## src/common/dopp_pkg.sv

```systemverilog
/*
 Shared constants for the digital output pattern port: pattern width, reset
 pattern, command kinds, character codes of the text parameter.
 Assumes nothing beyond a SystemVerilog compiler.
*/
package dopp_pkg;
   localparam int         PAT_W       = 4;
   localparam logic [3:0] PAT_RESET   = 4'hf;
   localparam logic [3:0] PAT_MAX     = 4'hf;
   localparam int         ACC_W       = 8;
   localparam logic [7:0] DEC_LIMIT   = 8'h0f;
   localparam logic [7:0] CH_HASH     = 8'h23;
   localparam logic [7:0] CH_0        = 8'h30;
   localparam logic [7:0] CH_1        = 8'h31;
   localparam logic [7:0] CH_7        = 8'h37;
   localparam logic [7:0] CH_9        = 8'h39;
   localparam logic [7:0] CH_UA       = 8'h41;
   localparam logic [7:0] CH_UF       = 8'h46;
   localparam logic [7:0] CH_LA       = 8'h61;
   localparam logic [7:0] CH_LF       = 8'h66;
   localparam logic [7:0] CH_B        = 8'h42;
   localparam logic [7:0] CH_H        = 8'h48;
   localparam logic [7:0] CH_Q        = 8'h51;
   localparam logic [7:0] CASE_BIT    = 8'h20;
   localparam int         BIN_DIGITS  = 4;
   localparam int         HEX_DIGITS  = 1;
   localparam int         OCT_DIGITS  = 2;
   localparam int         DEC_DIGITS  = 3;
   localparam logic [7:0] TEN         = 8'h0a;
   // Parser states, one-hot
   typedef enum logic [4:0] {
      DOPP_IDLE = 5'h01,
      DOPP_DEC  = 5'h02,
      DOPP_HDR  = 5'h04,
      DOPP_NDN  = 5'h08,
      DOPP_BAD  = 5'h10
   } dopp_state_t;
   // Radix of a non-decimal parameter
   typedef enum logic [1:0] {
      DOPP_RAD_BIN = 2'h0,
      DOPP_RAD_HEX = 2'h1,
      DOPP_RAD_OCT = 2'h2
   } dopp_radix_t;
endpackage

```

## src/rtl/dopp_line_drv.sv

```systemverilog
/*
 One open-collector output line of the pattern port.
 Assumes the pattern bit arrives from a flip-flop on the same clock.
*/
`timescale 1ns/1ns
module dopp_line_drv
   import dopp_pkg::*;
(
   input  wire logic i_ref_clk,
   input  wire logic i_rst_b,
   input  wire logic i_ce,
   input  wire logic i_bit,
   output logic      o_sink
);
   // Set bit = HI = transistor off; clear bit = LO = transistor sinks to 0V
   always_ff @(posedge i_ref_clk or negedge i_rst_b) begin
      if (!i_rst_b) begin
         o_sink <= 1'b0;
      end else if (i_ce) begin
         o_sink <= ~i_bit;
      end
   end
endmodule

```

## src/rtl/dopp_port.sv

```systemverilog
/*
 Digital output pattern port: holds the 4-bit pattern, parses the text
 parameter of the output_pattern_command (decimal, #B, #H, #Q), answers the
 query in decimal, and serves the front-panel edit path.
 Assumes command characters and panel strobes come from logic on i_ref_clk;
 the four o_line_* outputs drive open-collector transistors with pull-ups.
*/
// How it works
// - One 4-bit pattern value, 0 to 15, drives the four output lines bit for bit.
// - Weight 8 drives line four, 4 line three, 2 line two, 1 line one; a set bit makes the line HI.
// - Reset loads pattern 15 so that all lines are HI.
// - A query returns the held pattern as decimal characters whatever form wrote it.
// - The write accepts #B and four binary digits, most significant line first.
// - The write accepts #H and one hex digit 0 to F.
// - The write accepts #Q and exactly two octal digits, 00 to 17.
// - The panel menu shows the present value on entry and loads an edited value 0 to 15 on confirm unless a text write is accepted in the same cycle.
// - A LO line turns its output transistor on to pull to 0V; a HI line turns it off.
`timescale 1ns/1ns
module dopp_port
   import dopp_pkg::*;
(
   input  wire logic       i_ref_clk,
   input  wire logic       i_rst_b,
   input  wire logic       i_ce,
   input  wire logic       i_cmd_valid,
   input  wire logic [7:0] i_cmd_char,
   input  wire logic       i_cmd_end,
   input  wire logic       i_query,
   input  wire logic       i_menu_enter,
   input  wire logic       i_menu_confirm,
   input  wire logic [4:0] i_menu_value,
   output logic [3:0]      o_line_sink,
   output logic [3:0]      o_pattern,
   output logic            o_menu_show,
   output logic [3:0]      o_menu_value,
   output logic            o_resp_valid,
   output logic [7:0]      o_resp_tens,
   output logic [7:0]      o_resp_ones,
   output logic            o_cmd_done,
   output logic            o_cmd_reject
);
   logic        rst_s1_r;
   logic        rst_b_r;
   dopp_state_t state_r;
   dopp_state_t state_nxt;
   dopp_radix_t radix_r;
   logic [7:0]  acc_r;
   logic [7:0]  acc_nxt;
   logic [2:0]  ndig_r;
   logic [3:0]  pattern_r;
   logic [7:0]  up_ch;
   logic        is_dec;
   logic        dig_ok;
   logic [3:0]  dig_val;
   logic [2:0]  need;
   logic        fin_ok;
   logic        cmd_fin;

   // Reset release through two flip-flops
   always_ff @(posedge i_ref_clk or negedge i_rst_b) begin
      if (!i_rst_b) begin
         rst_s1_r <= 1'b0;
         rst_b_r  <= 1'b0;
      end else begin
         rst_s1_r <= 1'b1;
         rst_b_r  <= rst_s1_r;
      end
   end

   // Character classification
   always_comb begin
      up_ch   = i_cmd_char & ~CASE_BIT;
      is_dec  = (i_cmd_char >= CH_0) && (i_cmd_char <= CH_9);
      dig_ok  = 1'b0;
      dig_val = 4'h0;
      unique case (radix_r)
         DOPP_RAD_BIN: begin
            dig_ok  = (i_cmd_char == CH_0) || (i_cmd_char == CH_1);
            dig_val = i_cmd_char[3:0];
         end
         DOPP_RAD_HEX: begin
            if (is_dec) begin
               dig_ok  = 1'b1;
               dig_val = i_cmd_char[3:0];
            end else if (up_ch >= CH_UA && up_ch <= CH_UF) begin
               dig_ok  = 1'b1;
               dig_val = 4'(up_ch - CH_UA + TEN);
            end
         end
         DOPP_RAD_OCT: begin
            dig_ok  = (i_cmd_char >= CH_0) && (i_cmd_char <= CH_7);
            dig_val = i_cmd_char[3:0];
         end
         default: begin
            dig_ok  = 1'b0;
            dig_val = 4'h0;
         end
      endcase
      unique case (radix_r)
         DOPP_RAD_BIN: need = 3'(BIN_DIGITS);
         DOPP_RAD_HEX: need = 3'(HEX_DIGITS);
         default:      need = 3'(OCT_DIGITS);
      endcase
   end

   // Parser state and accumulator
   always_comb begin
      state_nxt = state_r;
      acc_nxt   = acc_r;
      if (i_cmd_valid) begin
         unique case (state_r)
            DOPP_IDLE: begin
               acc_nxt = 8'h00;
               if (i_cmd_char == CH_HASH) begin
                  state_nxt = DOPP_HDR;
               end else if (is_dec) begin
                  state_nxt = DOPP_DEC;
                  acc_nxt   = 8'(i_cmd_char - CH_0);
               end else begin
                  state_nxt = DOPP_BAD;
               end
            end
            DOPP_DEC: begin
               if (is_dec && ndig_r < 3'(DEC_DIGITS)) begin
                  // Hold a value already above 15 so a third digit cannot wrap it back into range
                  acc_nxt = (acc_r > DEC_LIMIT) ? acc_r : 8'(acc_r * TEN + (i_cmd_char - CH_0));
               end else begin
                  state_nxt = DOPP_BAD;
               end
            end
            DOPP_HDR: begin
               if (up_ch == CH_B || up_ch == CH_H || up_ch == CH_Q) begin
                  state_nxt = DOPP_NDN;
               end else begin
                  state_nxt = DOPP_BAD;
               end
            end
            DOPP_NDN: begin
               if (dig_ok && ndig_r < need) begin
                  acc_nxt = (radix_r == DOPP_RAD_BIN) ? {acc_r[6:0], 1'b0} | 8'(dig_val) :
                            (radix_r == DOPP_RAD_OCT) ? {acc_r[4:0], 3'h0} | 8'(dig_val) :
                                                        8'(dig_val);
               end else begin
                  state_nxt = DOPP_BAD;
               end
            end
            DOPP_BAD: state_nxt = DOPP_BAD;
         endcase
      end
   end

   // A finished write is legal only with a value in range and, for #B, #H and #Q, the exact digit count
   assign cmd_fin = i_cmd_end && state_r != DOPP_IDLE;
   assign fin_ok  = ((state_r == DOPP_DEC) && acc_r <= DEC_LIMIT)
                 || ((state_r == DOPP_NDN) && ndig_r == need && acc_r <= DEC_LIMIT);

   always_ff @(posedge i_ref_clk or negedge rst_b_r) begin
      if (!rst_b_r) begin
         state_r <= DOPP_IDLE;
         acc_r   <= 8'h00;
         ndig_r  <= 3'h0;
         radix_r <= DOPP_RAD_BIN;
      end else if (i_ce) begin
         if (i_cmd_end) begin
            state_r <= DOPP_IDLE;
            acc_r   <= 8'h00;
            ndig_r  <= 3'h0;
         end else begin
            state_r <= state_nxt;
            acc_r   <= acc_nxt;
            if (i_cmd_valid) begin
               if (state_r == DOPP_IDLE || state_r == DOPP_HDR) begin
                  ndig_r <= (state_r == DOPP_IDLE && is_dec) ? 3'h1 : 3'h0;
               end else if (ndig_r != 3'h7) begin
                  ndig_r <= ndig_r + 3'h1;
               end
               if (state_r == DOPP_HDR) begin
                  radix_r <= (up_ch == CH_B) ? DOPP_RAD_BIN :
                             (up_ch == CH_H) ? DOPP_RAD_HEX : DOPP_RAD_OCT;
               end
            end
         end
      end
   end

   // Held pattern: reset to 15, written by text command or panel confirm
   always_ff @(posedge i_ref_clk or negedge rst_b_r) begin
      if (!rst_b_r) begin
         pattern_r <= PAT_RESET;
      end else if (i_ce) begin
         if (cmd_fin && fin_ok) begin
            pattern_r <= acc_r[3:0];
         end else if (i_menu_confirm && i_menu_value <= 5'(PAT_MAX)) begin
            pattern_r <= i_menu_value[3:0];
         end
      end
   end

   always_ff @(posedge i_ref_clk or negedge rst_b_r) begin
      if (!rst_b_r) begin
         o_cmd_done   <= 1'b0;
         o_cmd_reject <= 1'b0;
         o_pattern    <= PAT_RESET;
      end else if (i_ce) begin
         o_cmd_done   <= cmd_fin && fin_ok;
         o_cmd_reject <= cmd_fin && !fin_ok;
         o_pattern    <= pattern_r;
      end
   end

   // Query answer as two ASCII decimal digits
   always_ff @(posedge i_ref_clk or negedge rst_b_r) begin
      if (!rst_b_r) begin
         o_resp_valid <= 1'b0;
         o_resp_tens  <= CH_0;
         o_resp_ones  <= CH_0;
      end else if (i_ce) begin
         o_resp_valid <= i_query;
         if (i_query) begin
            o_resp_tens <= (pattern_r >= 4'(TEN)) ? CH_1 : CH_0;
            o_resp_ones <= CH_0 + 8'((pattern_r >= 4'(TEN)) ? pattern_r - 4'(TEN) : pattern_r);
         end
      end
   end

   // Panel menu shows the present value on entry
   always_ff @(posedge i_ref_clk or negedge rst_b_r) begin
      if (!rst_b_r) begin
         o_menu_show  <= 1'b0;
         o_menu_value <= PAT_RESET;
      end else if (i_ce) begin
         if (i_menu_enter) begin
            o_menu_show  <= 1'b1;
            o_menu_value <= pattern_r;
         end else if (i_menu_confirm) begin
            o_menu_show  <= 1'b0;
         end
      end
   end

   // Bit weight 1 on line one up to weight 8 on line four
   for (genvar g = 0; g < PAT_W; g++) begin : g_line
      dopp_line_drv u_drv (
         .i_ref_clk (i_ref_clk),
         .i_rst_b   (rst_b_r),
         .i_ce      (i_ce),
         .i_bit     (pattern_r[g]),
         .o_sink    (o_line_sink[g])
      );
   end
endmodule

```

## config.mk

```make
export PLATFORM = sky130hd
export DESIGN_NAME = dopp_port
export DESIGN_NICKNAME = d
export VERILOG_FILES = /design/src/common/dopp_pkg.sv /design/src/rtl/dopp_line_drv.sv /design/src/rtl/dopp_port.sv
export SDC_FILE = /design/constraint.sdc
export NUM_CORES = 1
export LEC_CHECK = 0
export ABC_AREA = 1
export BUFFER_PORTS_ARGS = -buffer_cell sky130_fd_sc_hd__buf_2
export CORE_UTILIZATION = 50
export CTS_CLUSTER_SIZE = 20
export DETAILED_ROUTE_END_ITERATION = 6
export PLACE_DENSITY = 0.72
export SLEW_MARGIN = 25
export SYNTH_ARGS = -nofsm -noshare
export SYNTH_HDL_FRONTEND = slang
export SYNTH_SLANG_ARGS = --single-unit
```

## constraint.sdc

```tcl
create_clock -name i_ref_clk -period 4.2 [get_ports i_ref_clk]
set_clock_uncertainty 0.15 [all_clocks]
set_input_delay 0.63 -clock i_ref_clk [delete_from_list [all_inputs] [get_ports i_ref_clk]]
set_output_delay 0.63 -clock i_ref_clk [all_outputs]
set_load 0.05 [all_outputs]
```

# After elaboration in Yosys (flattened, before gate mapping)
# Cells that the tools add are included.
dict set report totals {
  register_bits 56
  wordCells 138
  inputBits 21
  out_inout_bits 32
}
dict set report op_classes {
  n_reduce_logical 34
  addsub 7
  n_eq_ne 21
  mux 38
  multipliers 1
  n_lt_le_gt_ge 11
  bitwise 7
}
# operator count
set ops {}
lappend ops {{2-to-1 mux 8 bit} 10}
lappend ops {{2-to-1 mux 5 bit} 7}
lappend ops {{one-hot mux 5 bit (5 select lines)} 1}
lappend ops {{== test 8 x 6 -> 1 bit, second input constant} 3}
lappend ops {{one-hot mux 8 bit (3 select lines)} 1}
lappend ops {{== test 7 x 6 -> 1 bit, second input constant} 3}
lappend ops {{inequality test 3 bit, second input constant} 6}
lappend ops {{<= comparator 8 x 6 -> 1 bit, second input constant} 2}
lappend ops {{2-to-1 mux 4 bit} 4}
lappend ops {{bitwise OR 8 x 4 -> 8 bit} 2}
lappend ops {{logical AND 1 bit} 13}
lappend ops {{2-to-1 mux 3 bit} 4}
lappend ops {{adder 6 x 8 -> 8 bit, first input constant} 1}
lappend ops {{adder 8 bit} 1}
lappend ops {{greater-or-equal comparator 8 x 6 -> 1 bit, second input constant} 1}
lappend ops {{greater-or-equal comparator 8 x 7 -> 1 bit, second input constant} 1}
lappend ops {{> comparator 8 x 4 -> 1 bit, second input constant} 1}
lappend ops {{<= comparator 8 x 4 -> 1 bit, second input constant} 1}
lappend ops {{<= comparator 8 x 7 -> 1 bit, second input constant} 1}
lappend ops {{multiplier 8 x 3 -> 7 bit, second input constant} 1}
lappend ops {{one-hot mux 4 bit (2 select lines)} 1}
lappend ops {{AND reduction 2 bit} 4}
lappend ops {{AND reduction 4 bit} 2}
lappend ops {{subtractor 8 x 6 -> 8 bit, second input constant} 1}
lappend ops {{31 further kinds} 47}

# Depth between registers and ports, before layout
dict set report depth {
  depth_word 12
  mapped_depth 16
  depth_no_buf 16
}

# Cells and area by module
# Synthesis repeated with hierarchy kept, for this count alone.
dict set report hier_totals {
  hier_cells 493
  hier_area_um2 3575.9
}
# module cells_per_inst seq_area_each_um2 instances area_each_um2
set by_module_without_submodules {}
lappend by_module_without_submodules {dopp_port 469 1068.5 1 3400.8}
lappend by_module_without_submodules {dopp_line_drv 6 25.0 4 43.8}

# Least setup slack after synthesis
# No wires, ideal clock.
dict set report synth_timing {
  path_type {reg2reg}
  from {register acc_r[1]}
  to {register acc_r[7]}
  setup_slack_ps 1476
  t_arrival_ps 2509
  t_required_ps 3985
  path_buffers 0
  period_less_slack_ps 2724
  setup_ps 65
  path_stages_with_launch 14
  cell_sequence {dfrtp_1 ha_1 ha_1 fa_1 xor2_1 ha_1 a21oi_1 o21ai_0 a21o_1 nand3_1 nand3_1 a21oi_1 nand2_1 nand2_1}
}
dict set report synth_between {
  elab_chain_len 7
  word_cells_on_any_way 10
  classes_between {add/sub (1); mul (1); order compare (1); eq/ne (1); mux (5); reduce/logical (1)}
}
# item line
set synth_lines {}
lappend synth_lines {{from (decl)} dopp_port.sv:47} ;# logic [7:0] acc_r;
lappend synth_lines {{from (signal assigned)} dopp_port.sv:170} ;# acc_r <= acc_nxt;
lappend synth_lines {{multiplier 8 x 3 -> 7 bit} dopp_port.sv:126} ;# acc_nxt = (acc_r > DEC_LIMIT) ? acc_r : 8'(acc_r * TEN + (i_cmd_char - CH_0));
lappend synth_lines {{adder 8 bit} dopp_port.sv:126}
lappend synth_lines {{2-to-1 mux 8 bit} dopp_port.sv:126}
lappend synth_lines {{2-to-1 mux 8 bit} dopp_port.sv:124} ;# if (is_dec && ndig_r < 3'(DEC_DIGITS)) begin
lappend synth_lines {{one-hot mux 8 bit (3 select lines)} dopp_port.sv:111} ;# unique case (state_r)
lappend synth_lines {{2-to-1 mux 8 bit} dopp_port.sv:110} ;# if (i_cmd_valid) begin
lappend synth_lines {{2-to-1 mux 8 bit} dopp_port.sv:164} ;# if (i_cmd_end) begin
# Parallel ways exist; a longest one is shown, timed or not. The select of a mux whose other input is x is not followed.
# A chain may end at the register's enable or synchronous reset.

# Worst setup path in the final report
# Same ends and word-level chain as after synthesis.

==> results.sh <==
export IMPL_die_h_um=85.08
export IMPL_syn2layout_area_growth_pct=9.028
export IMPL_syn_area_per_cell_um2=7.250
export IMPL_gp_congestion=0.9483
export IMPL_final_antenna_net_count=0
export IMPL_cts_buffer_depth=2
export IMPL_slowest_delay_ns=0.48
export IMPL_crit_required_ns=4.29
export IMPL_drive_gt1_share_pct=16.41
export IMPL_cts_buffers_inserted=5
export IMPL_io_pins=53
export IMPL_io_buffers=42
export IMPL_utilization_pct=57.93
export IMPL_drcViolationCount=0
export IMPL_grt_ovfl_total=0
export IMPL_drt_first_pass_iters=5
export IMPL_drt_iter0_drc=236
export IMPL_cp_arrival_ns=3.02
export IMPL_status="complete, no violations"
export IMPL_cts_setup_buffers=0
export IMPL_crit_family="adder cells"
export IMPL_p_int_mw=0.7649
export IMPL_maxClockFrequency_mhz=341.1
export IMPL_die_area_um2=7238
export IMPL_async_flop_share_pct=100.0
export IMPL_max_vdd_ir_drop_uv=172.6
export IMPL_layout_nets=567
export IMPL_p_per_area_nw_per_um2=348.4
export IMPL_antenna_found_initial=0
export IMPL_final_max_slew_viol_count=0
export IMPL_rows=29
export IMPL_crit_chain="ha_1 -> ha_1 -> fa_1 -> xor2_1 -> ha_1 -> a21oi_1 -> o21ai_0 -> a21o_1 -> nand3_1 -> nand3_1 -> a21oi_1 -> nand2_1 -> nand2_1"
export IMPL_cp_start_kind="flip-flop"
export IMPL_hold_class="flip-flop to async pin"
export IMPL_cts_htree_levels=2
export IMPL_cp_common_cell="ha_1"
export IMPL_grt_pass1_vias=2982
export IMPL_ys_types=41
export IMPL_rrSetupSlack_ns=1.27
export IMPL_cts_tree="built"
export IMPL_fin_tns_setup_ns=0
export IMPL_period_minus_slack_ns=2.932
export IMPL_synth_area_um2=3451
export IMPL_setup_viol=0
export IMPL_ys_ff_latch=46
export IMPL_wire_per_inst_um=13.62
export IMPL_final_hold_viol_count=0
export IMPL_path_buf_inv=0
export IMPL_netlist_top_cells_count="139 x nand2_1, 46 x inv_1, 36 x nor2_1"
export IMPL_synthTopCellsByArea="dfrtp_1 23%, nand2_1 15%, dfstp_2 11%"
export IMPL_start_util_pct=53.13
export IMPL_synth_top_area_cell="dfrtp_1"
export IMPL_vias=3242
export IMPL_power_switching_mw=0.5458
export IMPL_p_seq_share_pct=43.6
export IMPL_cts_sinks=46
export IMPL_core_area_um2=6495
export IMPL_root_buffer="clkbuf_8"
export IMPL_grt_max_degree=45
export IMPL_max_cap_violations=0
export IMPL_slowest_stage="dfrtp_1"
export IMPL_path_clk_slew_ns=0.09
export IMPL_fp_dieW_um=85.08
export IMPL_crit_path_end_kind="flip-flop"
export IMPL_max_slew_worst_pin_slew_ns=0.7945
export IMPL_p_leak_nw=1.953
export IMPL_viasPerCell=5.449
export IMPL_rsz0062_at_grt="no"
export IMPL_worstSetupPathType="flip-flop to flip-flop"
export IMPL_clkPwrFrac_pct=20.7
export IMPL_diodes=0
export IMPL_yosys_warnings=0
export IMPL_grt_first_pass_wirelength_um=13720
export IMPL_p_sw_share_pct=41.64
export IMPL_timing_rr_start="acc_r[1]"
export IMPL_postSynthCellCount=476
export IMPL_r2r_end="acc_r[7]"
export IMPL_place_hpwl_um=6280
export IMPL_timing_final_crit_share_pct=69.81
export IMPL_ys_seq_area_share_pct=33.87
export IMPL_slew_headroom_pct=46.55
export IMPL_grt_util_all_layers_pct=23.75
export IMPL_p_comb_share_pct=35.7
export IMPL_ys_flop_type="dfrtp_1"
export IMPL_yosysTopAreaCellShare_pct=23.21
export IMPL_synth_edf_count=0
export IMPL_critPathMaxFanout=7
export IMPL_insertion_delay_ns=0.30
export IMPL_synth_most_common_cell="nand2_1"
export IMPL_totalWireLength_um=8105
export IMPL_r2r_cells=13
[flip-flops by register name, summed over array words and instances (netlist names), 2 cells and up]
signal               count
acc_r                    8
g_line.u_drv.o_sink      4
ndig_r                   3
o_menu_value             4
o_pattern                4
o_resp_ones              5
pattern_r                4
radix_r                  2
state_r                  5
[worst max-delay path by stage]
stage / startpoint / endpoint / slack (ns) / depth (start not counted)
floorplan: acc_r[1] / acc_r[7] / 1.48 / 13
global route: acc_r[1] / acc_r[7] / 1.04 / 14
finish: acc_r[1] / acc_r[7] / 1.27 / 13
CTS: acc_r[1] / acc_r[7] / 1.26 / 13
global placement: acc_r[1] / acc_r[7] / 1.38 / 13
detailed placement: acc_r[1] / acc_r[7] / 1.28 / 13
[metal layers]
metal	part of all wire, %	track usage (%)	routed length (um)	vias to the layer above
met5	0	0	0	-
met4	1.4	7.396	110	0
met3	5.6	2.724	450	10
met2	46	38.42	3756	108
met1	47	33.42	3787	1487
li1	-	-	-	1637
[per-stage QoR]
step | cells | hold slack [ns] | setup WS, ns | area, um2 | total power, mW
finish | 595 | 0.1847 | 1.268 | 3762 | 1.311
global route | 595 | 0.2193 | 1.040 | 3762 | 1.393
CTS | 595 | 0.2105 | 1.259 | 3760 | 1.316
detailed placement | 586 | 0.1903 | 1.275 | 3664 | 1.046
global placement | 586 | 0.1858 | 1.385 | 3664 | 1.035
floorplan | 485 | 0.1812 | 1.476 | 3485 | 0.9500
[layout by cell type, fill, tap and decap left out, types with 2 or more instances in the layout]
cell type	n
nand2_1	139
inv_1	46
buf_2	42
nor2_1	36
nand3_1	31
dfrtp_1	31
o21ai_0	30
ha_1	27
a21oi_1	21
dfstp_2	14
nand4_1	12
conb_1	11
o21ai_1	10
a31oi_1	9
inv_2	6
nand2_2	5
clkbuf_8	5
nor3_1	4
xor2_1	3
nor2_2	3
a22oi_1	3
o21a_1	3
clkinv_1	2
a211oi_1	2
nand3_2	2
fa_1	2
[what timing repair did]
| action | in CTS | in global routing |
|---|---|---|
| hold buffers | 1 | 0 |
| resized for setup | 0 | 0 |
| setup endpoints to repair | 0 | 0 |
| endpoints found under the hold margin | 2 | 0 |
[power by group through the flow]
| stage | clock network, mW | logic (mW) | registers (mW) |
|---|---|---|---|
| after global routing | 0.295 | 0.517 | 0.581 |
| after floorplan | 0 | 0.263 | 0.687 |
| after detailed placement | 0 | 0.466 | 0.580 |
| after global placement | 0 | 0.457 | 0.578 |
| final | 0.272 | 0.467 | 0.572 |
| after CTS | 0.276 | 0.468 | 0.572 |
[kinds of logic (layout without fill, tap and decap cells)]
family,count (synthesis),count (layout),share of synthesized area (%)
compound gates,87,87,14.68
xor+xnor,4,4,1.015
fa+ha+maj,29,29,10.95
buf+inv,72,105,9.608
flops,46,46,33.87
mux,1,1,0.3263
other cells,2,11,0.2176
simple gates,235,235,29.33
[area by class of cell]
type,instances,area (um2)
multi-input cells,367,1984
clock inverters,2,13.76
flip-flops and latches,46,1172
inverters,54,202.7
fillers,613,2733
well taps,77,96.34
repair buffers,43,220.2
clock buffers,6,72.57
Power figures use the tool's default switching activity.
